--- src/design/io_port_defs.svh ---
// Offsets, field positions, reset values and timing counts of the I/O port block
// Operation
// - Each pin picks one of four types
// - Two configuration registers per port select type
// - Shared reset pin is input only
// - Quasi mode latched one drives weakly high
// - Latched zero drives low strongly when driving
// - Quasi mode uses three distinct pull-ups
// - Open drain: no pull-ups, low on zero
// - Input only: all drivers off
// - Push-pull drives strongly high on one
// - Every input passes hysteresis and glitch filter
// - Port 0 digital inputs disable per bit
// - Every reset clears Port 0 input disables
// - Power-up leaves all pins input only
// - Usable pin count follows clock, reset choice
// - Shared pin resets when enable bit set
// - Power-up always uses shared pin as reset
`ifndef IO_PORT_DEFS_SVH
`define IO_PORT_DEFS_SVH

// Register byte offsets
`define OFS_P0_DATA     12'h000
`define OFS_P0_CFG1     12'h004
`define OFS_P0_CFG2     12'h008
`define OFS_P1_DATA     12'h00c
`define OFS_P1_CFG1     12'h010
`define OFS_P1_CFG2     12'h014
`define OFS_P3_DATA     12'h018
`define OFS_P3_CFG1     12'h01c
`define OFS_P3_CFG2     12'h020
`define OFS_P0_IN_DIS   12'h024
`define OFS_USER_CFG1   12'h028
`define OFS_STATUS      12'h02c

// User configuration byte fields
`define UCFG_RPE_BIT    0
`define UCFG_CLK_LSB    1
`define UCFG_CLK_MSB    2

// Reset values: input-only everywhere (cfg1 = 1, cfg2 = 0)
`define RST_LATCH       8'hff
`define RST_CFG1        8'hff
`define RST_CFG2        8'h00
`define RST_IN_DIS      8'h00

// Pin map: port index (0 = P0, 1 = P1, 2 = P3) and bit
`define NUM_PINS        6
`define SHARED_PIN      3
`define PIN_PORTS       '{0, 0, 1, 1, 2, 2}
`define PIN_BITS        '{4, 5, 2, 5, 0, 1}

// Timing
`define CLK_FREQ_KHZ    40000
`define GLITCH_TIME_NS  50
`define POWERUP_TIME_US 10
`define QUASI_KICK_CYC  2

`endif

--- src/design/io_port_top_unused_guard.sv ---
// Empty unit: holds no module
`default_nettype none
`default_nettype wire

--- src/design/io_port_pkg.sv ---
// Types shared by the I/O port block
`default_nettype none
package io_port_pkg;
   // Output type, two configuration bits {cfg1, cfg2}
   typedef enum logic [1:0] {
      MODE_QUASI = 2'b00,
      MODE_PUSH  = 2'b01,
      MODE_INPUT = 2'b10,
      MODE_OPEN  = 2'b11
   } pin_mode_e;
   typedef logic [7:0] byte_t;
endpackage
`default_nettype wire

--- src/design/io_pin_cell.sv ---
// One pad cell: input synchroniser and glitch filter, output type decode
`default_nettype none
`include "io_port_defs.svh"
module io_pin_cell
   import io_port_pkg::*;
(
   // Clock and resets
   input  wire logic      clk_sys,
   input  wire logic      rstn,
   input  wire logic      soft_rst,
   // Control
   input  wire pin_mode_e mode,
   input  wire logic      latch,
   input  wire logic      in_disable,
   // Pad
   input  wire logic      pad_i,
   output logic           pad_o,
   output logic           pad_oe,
   output logic           pu_weak,
   output logic           pu_trickle,
   // Filtered level
   output logic           level
);
   localparam int GLITCH_CYC = (`GLITCH_TIME_NS * `CLK_FREQ_KHZ + 999999) / 1000000;

   logic       sync1_q, sync2_q;   // Synchroniser pair
   logic [3:0] stab_q;             // Stable count of candidate level
   logic       kick_on;            // Strong kick active
   logic [1:0] kick_q;             // Quasi kick countdown
   logic       latch_q;            // Previous latch, edge detect

   // Two flops before anything looks at the pad
   always_ff @(posedge clk_sys or negedge rstn) begin
      if (!rstn) begin
         sync1_q <= 1'b1;
         sync2_q <= 1'b1;
      end else begin
         sync1_q <= pad_i;
         sync2_q <= sync1_q;
      end
   end

   // Glitch filter: accept a new level only after it holds; analog pins read zero
   always_ff @(posedge clk_sys or negedge rstn) begin
      if (!rstn) begin
         level  <= 1'b1;
         stab_q <= 4'h0;
      end else if (in_disable) begin
         level  <= 1'b0;
         stab_q <= 4'h0;
      end else if (sync2_q == level) begin
         stab_q <= 4'h0;
      end else if (stab_q >= 4'(GLITCH_CYC - 1)) begin
         level  <= sync2_q;
         stab_q <= 4'h0;
      end else begin
         stab_q <= stab_q + 4'h1;
      end
   end

   // Short strong pull-up after a quasi latch goes from zero to one
   always_ff @(posedge clk_sys or negedge rstn) begin
      if (!rstn) begin
         latch_q <= 1'b1;
         kick_q  <= 2'h0;
      end else begin
         latch_q <= latch;
         if (soft_rst || mode != MODE_QUASI || !latch) kick_q <= 2'h0;
         else if (!latch_q) kick_q <= 2'(`QUASI_KICK_CYC);
         else if (kick_q != 2'h0) kick_q <= kick_q - 2'h1;
      end
   end

   assign kick_on = (kick_q != 2'h0) || (!latch_q && latch);

   // Driver decode, registered so the pads see clean levels
   always_ff @(posedge clk_sys or negedge rstn) begin
      if (!rstn) begin
         pad_o      <= 1'b0;
         pad_oe     <= 1'b0;
         pu_weak    <= 1'b0;
         pu_trickle <= 1'b0;
      end else begin
         pad_o      <= 1'b0;
         pad_oe     <= 1'b0;
         pu_weak    <= 1'b0;
         pu_trickle <= 1'b0;
         unique case (mode)
            MODE_QUASI: begin
               if (!latch) begin
                  pad_oe <= 1'b1;
               end else begin
                  pu_trickle <= 1'b1;
                  pu_weak    <= level;
                  pad_o      <= kick_on;
                  pad_oe     <= kick_on;
               end
            end
            MODE_PUSH: begin
               pad_o  <= latch;
               pad_oe <= 1'b1;
            end
            MODE_OPEN: begin
               pad_oe <= !latch;
            end
            MODE_INPUT: begin
               pad_oe <= 1'b0;
            end
         endcase
      end
   end
endmodule // io_pin_cell
`default_nettype wire

--- src/design/io_reset_pin.sv ---
// Shared reset pin: power-up window and reset-enable selection
`default_nettype none
`include "io_port_defs.svh"
module io_reset_pin (
   // Clock and reset
   input  wire logic clk_sys,
   input  wire logic rstn,
   // Filtered pin level and enable bit
   input  wire logic level,
   input  wire logic reset_pin_function_enable,
   // Results
   output logic      ext_reset_req,
   output logic      powerup
);
   localparam int PU_CYC = `POWERUP_TIME_US * `CLK_FREQ_KHZ / 1000;

   logic [11:0] pu_cnt_q; // Power-up window countdown

   // Window after power-on in which the pin always acts as reset
   always_ff @(posedge clk_sys or negedge rstn) begin
      if (!rstn) begin
         pu_cnt_q <= 12'(PU_CYC);
         powerup  <= 1'b1;
      end else begin
         if (pu_cnt_q != 12'h0) pu_cnt_q <= pu_cnt_q - 12'h1;
         powerup <= (pu_cnt_q > 12'h1);
      end
   end

   // Low pin requests reset; soft resets never reach rpe, so it is kept
   always_ff @(posedge clk_sys or negedge rstn) begin
      if (!rstn) ext_reset_req <= 1'b0;
      else ext_reset_req <= !level && (powerup || reset_pin_function_enable);
   end
endmodule // io_reset_pin
`default_nettype wire

--- src/design/io_port_top.sv ---
// Configurable I/O port block with AXI4-Lite register access
`default_nettype none
`include "io_port_defs.svh"
module io_port_top
   import io_port_pkg::*;
(
   // Clock and resets
   input  wire logic        clk_sys,
   input  wire logic        rstn,
   input  wire logic        soft_rst,
   // AXI4-Lite write address
   input  wire logic [11:0] s_axi_awaddr,
   input  wire logic        s_axi_awvalid,
   output logic             s_axi_awready,
   // AXI4-Lite write data
   input  wire logic [31:0] s_axi_wdata,
   input  wire logic [3:0]  s_axi_wstrb,
   input  wire logic        s_axi_wvalid,
   output logic             s_axi_wready,
   // AXI4-Lite write response
   output logic [1:0]       s_axi_bresp,
   output logic             s_axi_bvalid,
   input  wire logic        s_axi_bready,
   // AXI4-Lite read address
   input  wire logic [11:0] s_axi_araddr,
   input  wire logic        s_axi_arvalid,
   output logic             s_axi_arready,
   // AXI4-Lite read data
   output logic [31:0]      s_axi_rdata,
   output logic [1:0]       s_axi_rresp,
   output logic             s_axi_rvalid,
   input  wire logic        s_axi_rready,
   // Pads: strong drive and pull-ups
   input  wire logic [5:0]  pad_i,
   output logic [5:0]       pad_o,
   output logic [5:0]       pad_oe,
   output logic [5:0]       pad_pu_weak,
   output logic [5:0]       pad_pu_trickle,
   // Reset request from shared pin, active high
   output logic             ext_reset_req
);
   localparam int PIN_PORT [`NUM_PINS] = `PIN_PORTS;
   localparam int PIN_BIT  [`NUM_PINS] = `PIN_BITS;
   localparam logic [1:0] RESP_OKAY   = 2'b00;
   localparam logic [1:0] RESP_SLVERR = 2'b10;

   // Register state
   byte_t       latch_q [3];   // Output latches per port
   byte_t       cfg1_q  [3];   // First configuration register per port
   byte_t       cfg2_q  [3];   // Second configuration register per port
   byte_t       in_dis_q;      // Port 0 digital input disable
   logic        rpe_q;         // Reset pin function enable
   logic [1:0]  clksrc_q;      // 0 internal, 1 external clock, 2/3 crystal
   // Bus state
   logic [11:0] awaddr_q;      // Held write address
   logic        aw_have_q;     // Write address held
   logic [31:0] wdata_q;       // Held write data
   logic        wstrb0_q;      // Low lane enabled
   logic        w_have_q;      // Write data held
   logic        do_write;      // Both halves present this cycle
   // Pin side
   logic [5:0]  level;         // Filtered pin levels
   logic [5:0]  usable;        // Pins left over as I/O
   pin_mode_e   mode [`NUM_PINS]; // Effective type per pin
   logic [5:0]  pin_latch;     // Latch bit per pin
   logic [5:0]  pin_dis;       // Input disable per pin
   logic        powerup;       // Power-up window active
   logic [2:0]  pin_count;     // Number of usable I/O pins

   assign do_write = aw_have_q && w_have_q && !s_axi_bvalid;

   // Clock pins and the reset pin drop out of the I/O set
   always_comb begin
      usable = 6'h3f;
      if (clksrc_q == 2'h1) usable[5] = 1'b0;
      if (clksrc_q[1])      usable[5:4] = 2'b00;
      if (rpe_q)            usable[`SHARED_PIN] = 1'b0;
      pin_count = 3'(usable[0]) + 3'(usable[1]) + 3'(usable[2])
                + 3'(usable[3]) + 3'(usable[4]) + 3'(usable[5]);
   end

   // Per-pin type selection and pad cells
   for (genvar i = 0; i < `NUM_PINS; i++) begin : g_pin
      // Shared and non-usable pins are locked to input only
      assign mode[i] = (i == `SHARED_PIN || !usable[i]) ? MODE_INPUT
                     : pin_mode_e'({cfg1_q[PIN_PORT[i]][PIN_BIT[i]],
                                    cfg2_q[PIN_PORT[i]][PIN_BIT[i]]});
      assign pin_latch[i] = latch_q[PIN_PORT[i]][PIN_BIT[i]];
      assign pin_dis[i]   = (PIN_PORT[i] == 0) ? in_dis_q[PIN_BIT[i]] : 1'b0;

      io_pin_cell u_cell (
         .clk_sys    (clk_sys),
         .rstn       (rstn),
         .soft_rst   (soft_rst),
         .mode       (mode[i]),
         .latch      (pin_latch[i]),
         .in_disable (pin_dis[i]),
         .pad_i      (pad_i[i]),
         .pad_o      (pad_o[i]),
         .pad_oe     (pad_oe[i]),
         .pu_weak    (pad_pu_weak[i]),
         .pu_trickle (pad_pu_trickle[i]),
         .level      (level[i])
      );
   end

   // Shared reset pin logic
   io_reset_pin u_rst_pin (
      .clk_sys       (clk_sys),
      .rstn          (rstn),
      .level         (level[`SHARED_PIN]),
      .reset_pin_function_enable           (rpe_q),
      .ext_reset_req (ext_reset_req),
      .powerup       (powerup)
   );

   // Write address and data capture, either order
   always_ff @(posedge clk_sys or negedge rstn) begin
      if (!rstn) begin
         aw_have_q     <= 1'b0;
         w_have_q      <= 1'b0;
         awaddr_q      <= 12'h000;
         wdata_q       <= 32'h0000_0000;
         wstrb0_q      <= 1'b0;
         s_axi_awready <= 1'b1;
         s_axi_wready  <= 1'b1;
      end else begin
         if (s_axi_awvalid && s_axi_awready) begin
            awaddr_q      <= s_axi_awaddr;
            aw_have_q     <= 1'b1;
            s_axi_awready <= 1'b0;
         end
         if (s_axi_wvalid && s_axi_wready) begin
            wdata_q      <= s_axi_wdata;
            wstrb0_q     <= s_axi_wstrb[0];
            w_have_q     <= 1'b1;
            s_axi_wready <= 1'b0;
         end
         if (do_write) begin
            aw_have_q <= 1'b0;
            w_have_q  <= 1'b0;
         end
         // Accept the next write only once the response is taken
         if (s_axi_bvalid && s_axi_bready) begin
            s_axi_awready <= 1'b1;
            s_axi_wready  <= 1'b1;
         end
      end
   end

   // Write response; unmapped offsets answer with an error
   always_ff @(posedge clk_sys or negedge rstn) begin
      if (!rstn) begin
         s_axi_bvalid <= 1'b0;
         s_axi_bresp  <= RESP_OKAY;
      end else if (do_write) begin
         s_axi_bvalid <= 1'b1;
         s_axi_bresp  <= (awaddr_q > `OFS_STATUS || awaddr_q[1:0] != 2'b00)
                         ? RESP_SLVERR : RESP_OKAY;
      end else if (s_axi_bready) begin
         s_axi_bvalid <= 1'b0;
      end
   end

   // Port latches and configuration; any reset returns pins to input only
   always_ff @(posedge clk_sys or negedge rstn) begin
      if (!rstn) begin
         for (int p = 0; p < 3; p++) begin
            latch_q[p] <= `RST_LATCH;
            cfg1_q[p]  <= `RST_CFG1;
            cfg2_q[p]  <= `RST_CFG2;
         end
         in_dis_q <= `RST_IN_DIS;
      end else if (soft_rst) begin
         for (int p = 0; p < 3; p++) begin
            latch_q[p] <= `RST_LATCH;
            cfg1_q[p]  <= `RST_CFG1;
            cfg2_q[p]  <= `RST_CFG2;
         end
         in_dis_q <= `RST_IN_DIS;
      end else if (do_write && wstrb0_q) begin
         unique case (awaddr_q)
            `OFS_P0_DATA:   latch_q[0] <= wdata_q[7:0];
            `OFS_P0_CFG1:   cfg1_q[0]  <= wdata_q[7:0];
            `OFS_P0_CFG2:   cfg2_q[0]  <= wdata_q[7:0];
            `OFS_P1_DATA:   latch_q[1] <= wdata_q[7:0];
            `OFS_P1_CFG1:   cfg1_q[1]  <= wdata_q[7:0];
            `OFS_P1_CFG2:   cfg2_q[1]  <= wdata_q[7:0];
            `OFS_P3_DATA:   latch_q[2] <= wdata_q[7:0];
            `OFS_P3_CFG1:   cfg1_q[2]  <= wdata_q[7:0];
            `OFS_P3_CFG2:   cfg2_q[2]  <= wdata_q[7:0];
            `OFS_P0_IN_DIS: in_dis_q   <= wdata_q[7:0];
            default: ;
         endcase
      end
   end

   // User configuration survives soft resets, only power-on clears it
   always_ff @(posedge clk_sys or negedge rstn) begin
      if (!rstn) begin
         rpe_q    <= 1'b0;
         clksrc_q <= 2'h0;
      end else if (do_write && wstrb0_q && awaddr_q == `OFS_USER_CFG1) begin
         rpe_q    <= wdata_q[`UCFG_RPE_BIT];
         clksrc_q <= wdata_q[`UCFG_CLK_MSB:`UCFG_CLK_LSB];
      end
   end

   // Read channel: data reads return filtered pin levels
   always_ff @(posedge clk_sys or negedge rstn) begin
      if (!rstn) begin
         s_axi_arready <= 1'b1;
         s_axi_rvalid  <= 1'b0;
         s_axi_rdata   <= 32'h0000_0000;
         s_axi_rresp   <= RESP_OKAY;
      end else if (s_axi_arvalid && s_axi_arready) begin
         s_axi_arready <= 1'b0;
         s_axi_rvalid  <= 1'b1;
         s_axi_rresp   <= RESP_OKAY;
         s_axi_rdata   <= 32'h0000_0000;
         unique case (s_axi_araddr)
            `OFS_P0_DATA:   s_axi_rdata[7:0] <= {2'b00, level[1:0], 4'h0};
            `OFS_P0_CFG1:   s_axi_rdata[7:0] <= cfg1_q[0];
            `OFS_P0_CFG2:   s_axi_rdata[7:0] <= cfg2_q[0];
            `OFS_P1_DATA:   s_axi_rdata[7:0] <= {2'b00, level[3], 2'b00, level[2], 2'b00};
            `OFS_P1_CFG1:   s_axi_rdata[7:0] <= cfg1_q[1];
            `OFS_P1_CFG2:   s_axi_rdata[7:0] <= cfg2_q[1];
            `OFS_P3_DATA:   s_axi_rdata[7:0] <= {6'h00, level[5:4]};
            `OFS_P3_CFG1:   s_axi_rdata[7:0] <= cfg1_q[2];
            `OFS_P3_CFG2:   s_axi_rdata[7:0] <= cfg2_q[2];
            `OFS_P0_IN_DIS: s_axi_rdata[7:0] <= in_dis_q;
            `OFS_USER_CFG1: s_axi_rdata[7:0] <= {5'h00, clksrc_q, rpe_q};
            `OFS_STATUS:    s_axi_rdata[7:0] <= {3'h0, powerup, ext_reset_req,
                                                 pin_count};
            default:        s_axi_rresp <= RESP_SLVERR;
         endcase
      end else if (s_axi_rvalid && s_axi_rready) begin
         s_axi_rvalid  <= 1'b0;
         s_axi_arready <= 1'b1;
      end
   end
endmodule // io_port_top
`default_nettype wire

--- config.mk ---
export PLATFORM = sky130hd
export DESIGN_NAME = io_port_top
export DESIGN_NICKNAME = d
export VERILOG_FILES = /design/src/design/io_port_top_unused_guard.sv /design/src/design/io_port_pkg.sv /design/src/design/io_pin_cell.sv /design/src/design/io_reset_pin.sv /design/src/design/io_port_top.sv
export VERILOG_INCLUDE_DIRS = /design/src /design/src/design
export SDC_FILE = /design/constraint.sdc
export NUM_CORES = 1
export LEC_CHECK = 0
export ABC_AREA = 1
export BUFFER_PORTS_ARGS = -buffer_cell sky130_fd_sc_hd__buf_4
export CAP_MARGIN = 20
export CORE_ASPECT_RATIO = 0.7
export CORE_UTILIZATION = 55
export DETAILED_ROUTE_END_ITERATION = 16
export GPL_ROUTABILITY_DRIVEN = 0
export PLACE_DENSITY = 0.81
export SETUP_SLACK_MARGIN = 0.2
export SLEW_MARGIN = 20
export SYNTH_ARGS = -nofsm -noshare
export SYNTH_HDL_FRONTEND = slang
export SYNTH_SLANG_ARGS = --single-unit
--- constraint.sdc ---
create_clock -name clk_sys -period 2.19 [get_ports clk_sys]
set_input_delay 0.438 -clock clk_sys [delete_from_list [all_inputs] [get_ports clk_sys]]
set_output_delay 0.438 -clock clk_sys [all_outputs]
set_load 0.05 [all_outputs]
==> impl_metrics.tcl, run 1 <==
set metrics [dict create \
    cts_buffer_depth 2 \
    power_density_nw_per_um2 1030 \
    cp-end-kind "register" \
    grt_use_total_pct 24.57 \
    drv_cap 0 \
    ys_seq_area_share_pct 52.39 \
    routed_wl_mm 19.93 \
    rsz0062_at_grt "false" \
    fmax_mhz 546.9 \
    hold_path_depth 1 \
    die_w_um 157.9 \
    fp-row-count 39 \
    clock_latency_ps 430 \
    final.fill_count 1366 \
    drtIter0Drc 517 \
    ys.flop_type "dfrtp_1" \
    synth_cells 1066 \
    arrival_ps 2160 \
    pin_count 140 \
    start_util_pct 56.75 \
    area_growth_pct 13.90 \
    netlist_area_um2 9360 \
    reg2reg_setup_slack_ps 360 \
    clockRootBuffer "clkbuf_16" \
    fin_nets 1251 \
    regArea_um2 4905 \
    postRouteAntennaNets 0 \
    slew_viol_final 0 \
    hold_end "g_pin[1].u_cell.sync1_q$_DFF_PN1_" \
    die_area_um2 17550 \
    cts_num_sinks 193 \
    vias 7145 \
    cts_tree "done" \
    reg2reg_from "clksrc_q[0]$_DFFE_PN0P_" \
    path_clk_slew_ps 70 \
    worst_pin_slew_ps 549.4 \
    reg2reg_depth 14 \
    portBuffers 82 \
    hold_path_class "input port to register" \
    worstReg2RegEnd "s_axi_rdata[1]$_DFFE_PN0P_" \
    mostFrequentLayoutCell "nand2_1" \
    synth-seq-cells 193 \
    criticalPathCategory "register to register" \
    gr-total-overflow 0 \
    ir_worst_vdd_mv 0.6702 \
    crit_path_max_fanout 3 \
    setup_viol_count_final 0 \
    grt_pass1_wl_mm 33.35 \
    most-common-layout-cells "229 x nand2_1, 133 x dfrtp_1, 129 x inv_1, 129 x nor2_1, 90 x buf_4" \
    firstDrtPassIters 5 \
    grt_pass1_vias 6890 \
    leakagePower_nw 5.351 \
    cts_max_level 4 \
    ys_warn_count 0 \
    antenna_found_initial 0 \
    hold_start "pad_i[1]" \
    wire_per_inst_um 14.38 \
    clock_skew_ps 8.855 \
    multi_input_area_um2 3575 \
    route.detailed.drc 0 \
    syn_area_per_cell_um2 8.781 \
    finalHoldViolCount 0 \
    layout_min_cycle_time_ps 1829 \
    synth_edf_count 0 \
    numCtsBuffers 17 \
    via_per_inst 5.155 \
    max-slew-margin-rel_pct 63.09 \
    drive_above_1_share_pct 21.19 \
    synth.distinct_cells 47 \
    grt_max_degree 58 \
    status "finished clean" \
    synthArstFlopShare_pct 100.0 \
    required_ps 2520 \
    dpl.hpwl_mm 14.45 \
    placeableCoreArea_um2 16490 \
    n_antenna_cell 0 \
    die_h_um 111.1 \
    finalCritPeriodShare_pct 83.50 \
    power.total_mw 10.98 \
    setup-tns-final_ps 0 \
    cp-start-kind "register" \
]
## sequential cells by signal, indices dropped and copies added, names as in the netlist, 5 cells and up
name and flops:
in_dis_q 8, g_pin.u_cell.kick_q 10, cfg1_q 24, g_pin.u_cell.pad_oe 5, g_pin.u_cell.sync1_q 6, g_pin.u_cell.stab_q 24
cfg2_q 24, u_rst_pin.pu_cnt_q 12, g_pin.u_cell.pad_o 5, g_pin.u_cell.pu_weak 5, latch_q 5, wdata_q 8
g_pin.u_cell.pu_trickle 5, g_pin.u_cell.latch_q 5, s_axi_rdata 8, g_pin.u_cell.level 6, g_pin.u_cell.sync2_q 6, awaddr_q 12
## synthesized netlist by cell type (7+ instances only)
cell type	count	area share, %
nand2_1	230	9.2
dfrtp_1	134	36
inv_1	131	5.3
nor2_1	129	5.2
nand3_1	64	3.4
dfstp_2	59	17
buf_4	53	4.3
o21ai_0	51	2.7
ha_1	29	3.9
a21oi_1	23	1.2
o21ai_1	18	0.96
o21ai_2	16	1.5
nor3_1	14	0.75
nand4_1	10	0.67
nand2_2	9	0.60
xor2_1	8	0.75
a31oi_1	7	0.47
inv_2	7	0.28
nand3b_1	7	0.56
nor2_2	7	0.47
## through the flow
stage	setup slack [ps]	cells	hold slack, ps	area [µm²]	utilization, %
after CTS	275.2	1383	91.68	10600	64.28
after detailed placement	288.4	1350	346.9	10000	60.64
after global routing	215.3	1386	93.13	10660	64.64
after floorplan	463.6	1101	142.4	9492	-
final	361.4	1386	105.7	10660	64.64
after global placement	304.6	1350	346.2	10000	60.64
## kinds of logic (layout without fill, tap and decap cells)
kind of cell	count (synthesis)	in the layout	share of synthesized area, %
compound gates	132	132	8.354
xor+xnor	13	13	1.216
other cells	1	36	0.04006
flops	193	193	52.39
buf+inv	208	268	11.17
simple gates	490	490	22.95
fa+ha+maj	29	29	3.877
## metal layers
metal	vias to the layer above	global-route usage, %	wire (µm)
met2	263	36.51	8991
met4	0	8.608	370
li1	3465	-	-
met1	3388	34.82	9035
met5	-	0	0
met3	29	6.138	1533
## repair_timing
| item | 4_1_cts | 5_1_grt |
|---|---|---|
| hold buffers | 1 | 0 |
| buffers inserted | 0 | 3 |
| endpoints found under the setup margin | 0 | 2 |
| resized for setup | 0 | 9 |
| hold endpoints to repair | 20 | 0 |
## worst max path at each step
| stage | from | endpoint | slack [ps] | cells past startpoint |
|---|---|---|---|---|
| global placement | clksrc_q[1]$_DFFE_PN0P_ | s_axi_rdata[1]$_DFFE_PN0P_ | 300 | 14 |
| finish | clksrc_q[0]$_DFFE_PN0P_ | s_axi_rdata[1]$_DFFE_PN0P_ | 360 | 14 |
| floorplan | clksrc_q[1]$_DFFE_PN0P_ | s_axi_rdata[1]$_DFFE_PN0P_ | 460 | 14 |
| CTS | clksrc_q[1]$_DFFE_PN0P_ | s_axi_rdata[1]$_DFFE_PN0P_ | 280 | 14 |
| detailed placement | clksrc_q[1]$_DFFE_PN0P_ | s_axi_rdata[1]$_DFFE_PN0P_ | 290 | 14 |
| global route | clksrc_q[0]$_DFFE_PN0P_ | s_axi_rdata[1]$_DFFE_PN0P_ | 220 | 14 |
## cell type report
type                            count  share of cell area [%]
Tap cell                          225                   2.641
Clock inverter                     11                   1.221
Multi-Input combinational cell    700                   33.53
Inverter                          140                   4.976
Timing Repair Buffer               96                   7.311
Clock buffer                       21                   4.319
Sequential cell                   193                   46.00
## critical path: stages, from the launching register on
cell	delay, ps
dfrtp_1	420
inv_2	100
nand2_4	60
ha_4	210
inv_2	60
ha_4	120
inv_1	30
ha_1	260
inv_1	40
nand3_1	70
nand2_1	50
nor2_1	100
nand3_1	100
nand2_1	60
nand2_1	50
## power breakdown
part / switching [mW] / internal (mW) / total [mW]
Combinational: 1.96 / 0.866 / 2.83
Clock: 1.36 / 1.75 / 3.12
Sequential: 0.560 / 4.48 / 5.04
Total: 3.88 / 7.10 / 11.0
No activity file was read; power rests on OpenSTA's default activity.
==> run 2: changes to the inputs <==
- ABC_AREA: 1 -> 0
- CORE_UTILIZATION: 55 -> 52
- clock period: 2.19 -> 1.6 ns (I/O delays scaled with it)
==> run 2 against run 1 <==
The run now ends with negative setup slack left. Sequential cell count unchanged. Maximum frequency is 14% lower. Utilization is 9.5 points higher. Power is 27% higher. First-iteration DRC count rose by 50%. Worst setup slack worse by 890 ps.
==> impl_metrics.tcl, run 2 <==
set metrics [dict create \
    status "finished, violations left" \
    violations "negative setup slack" \
    grt_pass1_vias 7156 \
    fin_nets 1122 \
    path_clk_slew_ps 70 \
    synthArstFlopShare_pct 100.0 \
    finalCritPeriodShare_pct 133.1 \
    required_ps 1910 \
    cp-end-kind "register" \
    most-common-layout-cells "169 x buf_4, 132 x dfrtp_1, 59 x dfstp_2" \
    ys_seq_area_share_pct 53.12 \
    synth_cells 834 \
    grt_busiest_layer "met2" \
    cp.depth 10 \
    ys.flop_type "dfrtp_1" \
    worst_slack_ps -529.4 \
    ys_warn_count 0 \
    hold_path_class "input port to register" \
    yosys.area.top_type_share_pct 36.32 \
    die_w_um 161.3 \
    netlist_area_um2 9231 \
    fmax_mhz 469.6 \
    criticalPathCategory "register to register" \
    start_util_pct 53.46 \
    cts_tree "done" \
    portBuffers 82 \
    setup_viol_count_final 77 \
    ir_worst_vdd_mv 0.9181 \
    die_area_um2 18300 \
    power_density_nw_per_um2 1088 \
    wire_per_inst_um 20.96 \
    antenna_found_initial 0 \
    path_buf_inv 3 \
    yosysMostFrequentCell "dfrtp_1" \
    cp-endpoint "s_axi_rdata[2]$_DFFE_PN0P_" \
    postRouteAntennaNets 0 \
    grt_use_met3_pct 8.800 \
    clockRootBuffer "clkbuf_16" \
    drive_above_1_share_pct 49.52 \
    multi_input_area_um2 4837 \
    cp-start-kind "register" \
    clock_skew_ps 11.05 \
    top_regs "cfg1_q (24), cfg2_q (24), g_pin.u_cell.stab_q (24)" \
    holdWs_ps 52.37 \
    crit_path_cell_trace "or2_4, ha_4, inv_2, ha_4, inv_2, ha_4, inv_2, mux4_2, a211oi_2, o21ai_1" \
    rsz0062_at_grt "true" \
    grt_max_degree 50 \
    cts_buffer_depth 2 \
    reg2reg_from "clksrc_q[1]$_DFFE_PN0P_" \
    synth.area.top_cells "dfrtp_1 36%, dfstp_2 17%, buf_4 4.1%" \
    cpLargestDelayFamily "adder cells" \
    crit_path_max_fanout 2 \
    gr-total-overflow 0 \
    dpl.hpwl_mm 15.86 \
    setup-tns-final_ps -8563 \
    fp-row-count 40 \
    grt_use_total_pct 27.43 \
    regArea_um2 4906 \
    layout_min_cycle_time_ps 2129 \
    grt_pass1_wl_mm 38.33 \
    reg2reg_depth 10 \
    synth-seq-cells 193 \
    cts_num_sinks 193 \
    drv_cap 0 \
    pin_count 140 \
    numCtsBuffers 17 \
    cts_max_level 4 \
    max-slew-margin-rel_pct 64.64 \
    worstReg2RegEnd "s_axi_rdata[2]$_DFFE_PN0P_" \
    use_met2_pct 40.86 \
    synth_largest_area_cell "dfrtp_1" \
    n_antenna_cell 0 \
    worst_pin_slew_ps 526.0 \
    mostFrequentLayoutCell "buf_4" \
    routed_wl_mm 26.47 \
    via_per_inst 5.848 \
    vias 7386 \
    grt_use_met1_pct 37.70 \
    syn_area_per_cell_um2 11.07 \
    die_h_um 113.5 \
    synth_common_cells "134 x dfrtp_1, 63 x nor2_1, 59 x dfstp_2" \
    drtIter0Drc 775 \
    final.fill_count 1050 \
    area_growth_pct 38.70 \
    reg2reg_setup_slack_ps -530 \
    synth.distinct_cells 68 \
    firstDrtPassIters 5 \
    cp_slowest_cell "mux4_2" \
    finalHoldViolCount 0 \
    placeableCoreArea_um2 17270 \
    slew_viol_final 0 \
    leakagePower_nw 5.814 \
    critPathMaxStageDelay_ps 450 \
    synth_edf_count 0 \
    arrival_ps 2440 \
    crit_path_start "clksrc_q[1]$_DFFE_PN0P_" \
    route.detailed.drc 0 \
    clock_latency_ps 450 \
]
-- run 2: cell types whose count changed after synthesis, sizes merged, moves of 9 or more --
cell / before / now
inv: 139 / 37
nor3: 16 / 31
a31o: 1 / 25
nor2: 141 / 64
clkbuf: 5 / 25
nand2: 240 / 42
nand3: 67 / 36
mux2: 0 / 34
nand2b: 0 / 9
mux2i: 0 / 27
and2: 0 / 9
and3: 0 / 24
o21ai: 85 / 36
-- run 2: final cells by class --
| type | count | share of cell area, % |
|---|---|---|
| Tap cell | 231 | 2.257 |
| Sequential cell | 193 | 38.32 |
| Inverter | 37 | 1.124 |
| Clock buffer | 20 | 3.567 |
| Timing Repair Buffer | 222 | 15.81 |
| Clock inverter | 12 | 1.143 |
| Multi-Input combinational cell | 548 | 37.78 |
-- run 2: layer usage --
metal  up-vias  part of all wire [%]  wire (µm)
met5         -                     0          0
met4         0                   2.4        647
met3        80                   9.3       2450
met2       402                    47      12400
met1      3673                    41      10970
li1       3231                     -          -
-- run 2: worst register-to-register path, delay by kind of cell (launching register included) --
family / cells / cell delay [ps]
buf+inv: 3 / 120
simple gates: 1 / 270
compound gates: 2 / 260
mux: 1 / 450
flops: 1 / 380
fa+ha+maj: 3 / 530
-- run 2: what timing repair did --
action / CTS / global route
cloned: 2 / 3
setup endpoints to repair: 100 / 111
gates resized for setup: 98 / 102
hold buffers: 7 / 0
setup buffers: 20 / 16
endpoints found under the hold margin: 25 / 0
pin swaps: 37 / 30
-- run 2: worst min path at each step --
stage          slack (ps)                              endpoint     startpoint  cells after the start
2_1_floorplan          20                 aw_have_q$_DFFE_PN0P_           rstn                      0
3_3_place_gp          230     g_pin[0].u_cell.pu_weak$_DFF_PN0_           rstn                      1
3_5_place_dp          230  g_pin[0].u_cell.pu_trickle$_DFF_PN0_           rstn                      1
4_1_cts                40             s_axi_arready$_DFFE_PN1P_  s_axi_arvalid                      2
5_1_grt                60             s_axi_arready$_DFFE_PN1P_  s_axi_arvalid                      2
6_report               50             s_axi_awready$_DFFE_PN1P_  s_axi_awvalid                      2
-- run 2: logic make-up after synthesis --
logic type	synth area share (%)
xor gates and xnor gates	1.898
other	0.04062
buffers and inverters	7.522
muxes	8.051
AOI/OAI and AO/OA	8.824
and+or+nand+nor	16.62
DFF	53.12
adders and majority gates	3.931
-- run 2: through the flow --
stage	std cells	total power, mW	utilization [%]	worst slack, ps	area [µm²]
after floorplan	869	7.670	-	-450.3	9868
after global placement	1183	8.678	63.16	-468.0	10910
after detailed placement	1183	8.803	63.16	-519.0	10910
after CTS	1244	13.53	70.71	-519.7	12210
after global routing	1263	14.46	74.15	-571.5	12800
final	1263	13.93	74.15	-529.4	12800
-- run 2: where the power goes --
group	internal, mW	switching, mW	total, mW
sequential	5.44	0.661	6.11
combinational	1.44	1.96	3.40
clock	2.43	2.00	4.43
==> run 3: changes to the inputs <==
- CORE_UTILIZATION: 52 -> 40
- PLACE_DENSITY: 0.81 -> 0.66
==> run 3 against run 2 <==
Worst hold slack got worse by 2.1 ps. Clock power decreased by 4.7%. Via count decreased by 5.0%. Cell count increased by 6.3%. Register-to-register slack about the same. Critical path depth unchanged. Combinational power decreased by 3%. The flow still finishes with violations (negative setup slack). Critical path type unchanged. Worst setup slack improved by 7.8 ps.
==> impl_metrics.tcl, run 3 (synthesis gave the netlist of run 2 again) <==
set metrics [dict create \
    criticalPathCategory "register to register" \
    hold_path_class "input port to register" \
    place_area_um2 11030 \
    layout_min_cycle_time_ps 2122 \
    worst_pin_slew_ps 526.9 \
    utilization_pct 56.68 \
    die_w_um 183.6 \
    drtIter0Drc 397 \
    path_clk_slew_ps 80 \
    postRouteAntennaNets 0 \
    numCtsBuffers 17 \
    hold_path_depth 2 \
    hold_start "s_axi_awvalid" \
    final_area_um2 12820 \
    cts_buffer_depth 2 \
    cts_max_level 4 \
    slew_viol_final 0 \
    dpl.hpwl_mm 16.85 \
    die_area_um2 23700 \
    worst_slack_ps -521.7 \
    power_density_nw_per_um2 1058 \
    fmax_mhz 471.3 \
    antenna_found_initial 0 \
    gr-total-overflow 0 \
    grt_pass1_wl_mm 37.89 \
    reg2reg_setup_slack_ps -520 \
    crit_path_cell_trace "or2_4, ha_4, inv_2, ha_4, inv_2, ha_4, inv_2, mux4_2, a211oi_2, o21ai_1" \
    finalCritPeriodShare_pct 132.6 \
    reg2reg_depth 10 \
    start_util_pct 40.81 \
    crit_path_max_fanout 2 \
    critPathMaxStageDelay_ps 450 \
    max-slew-margin-rel_pct 64.58 \
    hold_end "s_axi_awready$_DFFE_PN1P_" \
    grt_pass1_vias 6816 \
    cp-end-kind "register" \
    die_h_um 129.1 \
    via_per_inst 5.227 \
    violations "negative setup slack" \
    fp-row-count 46 \
    clock_latency_ps 440 \
    ir_worst_vdd_mv 0.8977 \
    reg2reg_from "clksrc_q[1]$_DFFE_PN0P_" \
    status "finished, violations left" \
    cts_num_sinks 193 \
    wire_per_inst_um 18.27 \
    cp_slowest_cell "mux4_2" \
    pin_count 140 \
    setup_viol_count_final 76 \
    area_growth_pct 38.87 \
    arrival_ps 2450 \
    crit_path_start "clksrc_q[1]$_DFFE_PN0P_" \
    portBuffers 82 \
    cts_tree "done" \
    clockRootBuffer "clkbuf_16" \
    placeableCoreArea_um2 22620 \
    rsz0062_at_grt "true" \
    drive_above_1_share_pct 49.32 \
    drv_cap 0 \
    cp-start-kind "register" \
    top_regs "cfg1_q (24), cfg2_q (24), g_pin.u_cell.stab_q (24)" \
    mostFrequentLayoutCell "buf_4" \
    clock_skew_ps 11.89 \
    worstReg2RegEnd "s_axi_rdata[2]$_DFFE_PN0P_" \
    power.total_mw 13.56 \
    grt_max_degree 41 \
    firstDrtPassIters 5 \
    fin_nets 1120 \
    route.detailed.drc 0 \
    routed_wl_mm 24.52 \
    vias 7015 \
    most-common-layout-cells "168 x buf_4, 131 x dfrtp_1, 59 x dfstp_2" \
    n_antenna_cell 0 \
    finalHoldViolCount 0 \
    required_ps 1930 \
    leakagePower_nw 5.786 \
    grt_use_total_pct 21.05 \
]
## run 3: cell count changes in the layout (fill, tap and decap cells not counted), moves of 4 or more
cell      change
nand3_4       -7
nand3_1       +6
clkinv_4      +4
inv_2         +4
o21ai_2       +4
o21ai_4       -4
## run 3: power by group
group	internal (mW)	switching [mW]	total, mW	leakage (nW)
logic	1.43	1.88	3.30	3.10
registers	5.44	0.598	6.04	2.41
clock network	2.08	2.14	4.22	0.278
## run 3: area by class of cell
type	instances	area (µm²)
timing repair buffer	220	2051
fill	1846	9799
sequential	193	4907
inverter	37	138.9
clock inverter	14	146.4
clock buffer	18	429.2
multi-input combinational	548	4757
tap	312	390.4
## run 3: worst max path at each step
stage,cells past startpoint,slack (ps),to
after CTS,10,-530,s_axi_rdata[2]$_DFFE_PN0P_
after floorplan,10,-450,s_axi_rdata[2]$_DFFE_PN0P_
after global placement,10,-470,s_axi_rdata[2]$_DFFE_PN0P_
after detailed placement,10,-540,s_axi_rdata[2]$_DFFE_PN0P_
final,10,-520,s_axi_rdata[2]$_DFFE_PN0P_
after global routing,10,-570,s_axi_rdata[2]$_DFFE_PN0P_
## run 3: repair_timing
| action | in CTS | in global routing |
|---|---|---|
| hold buffers | 7 | 0 |
| hold endpoints to repair | 28 | 0 |
| endpoints found under the setup margin | 96 | 102 |
| pin swaps | 37 | 42 |
| resized for setup | 108 | 73 |
| gates cloned | 4 | 0 |
| buffers inserted | 21 | 13 |
## run 3: routing by layer
metal | part of all wire (%) | up-vias | track usage (%)
met1 | 47 | 3480 | 31.47
met2 | 43 | 271 | 30.44
met3 | 8.5 | 23 | 5.368
met5 | 0 | - | 0
met4 | 1.1 | 0 | 4.853
li1 | - | 3241 | -
## run 3: through the flow
step	hold slack, ps	std cells	setup WS, ps	TNS (ps)
5_1_grt	47.07	1342	-571.2	-14710
2_1_floorplan	24.41	869	-450.3	-6108
3_3_place_gp	269.5	1265	-473.2	-9368
3_5_place_dp	269.7	1265	-536.7	-11940
6_report	50.26	1342	-521.7	-7492
4_1_cts	31.83	1329	-526.9	-6304
## run 3: critical path, delay by kind of cell, from the launching register on
family                   cells  cell delay, ps
AO/OA/AOI/OAI                2             270
adder cells (fa/ha/maj)      3             530
buffers and inverters        3             120
flip-flops                   1             380
multiplexers                 1             450
AND/OR/NAND/NOR              1             270
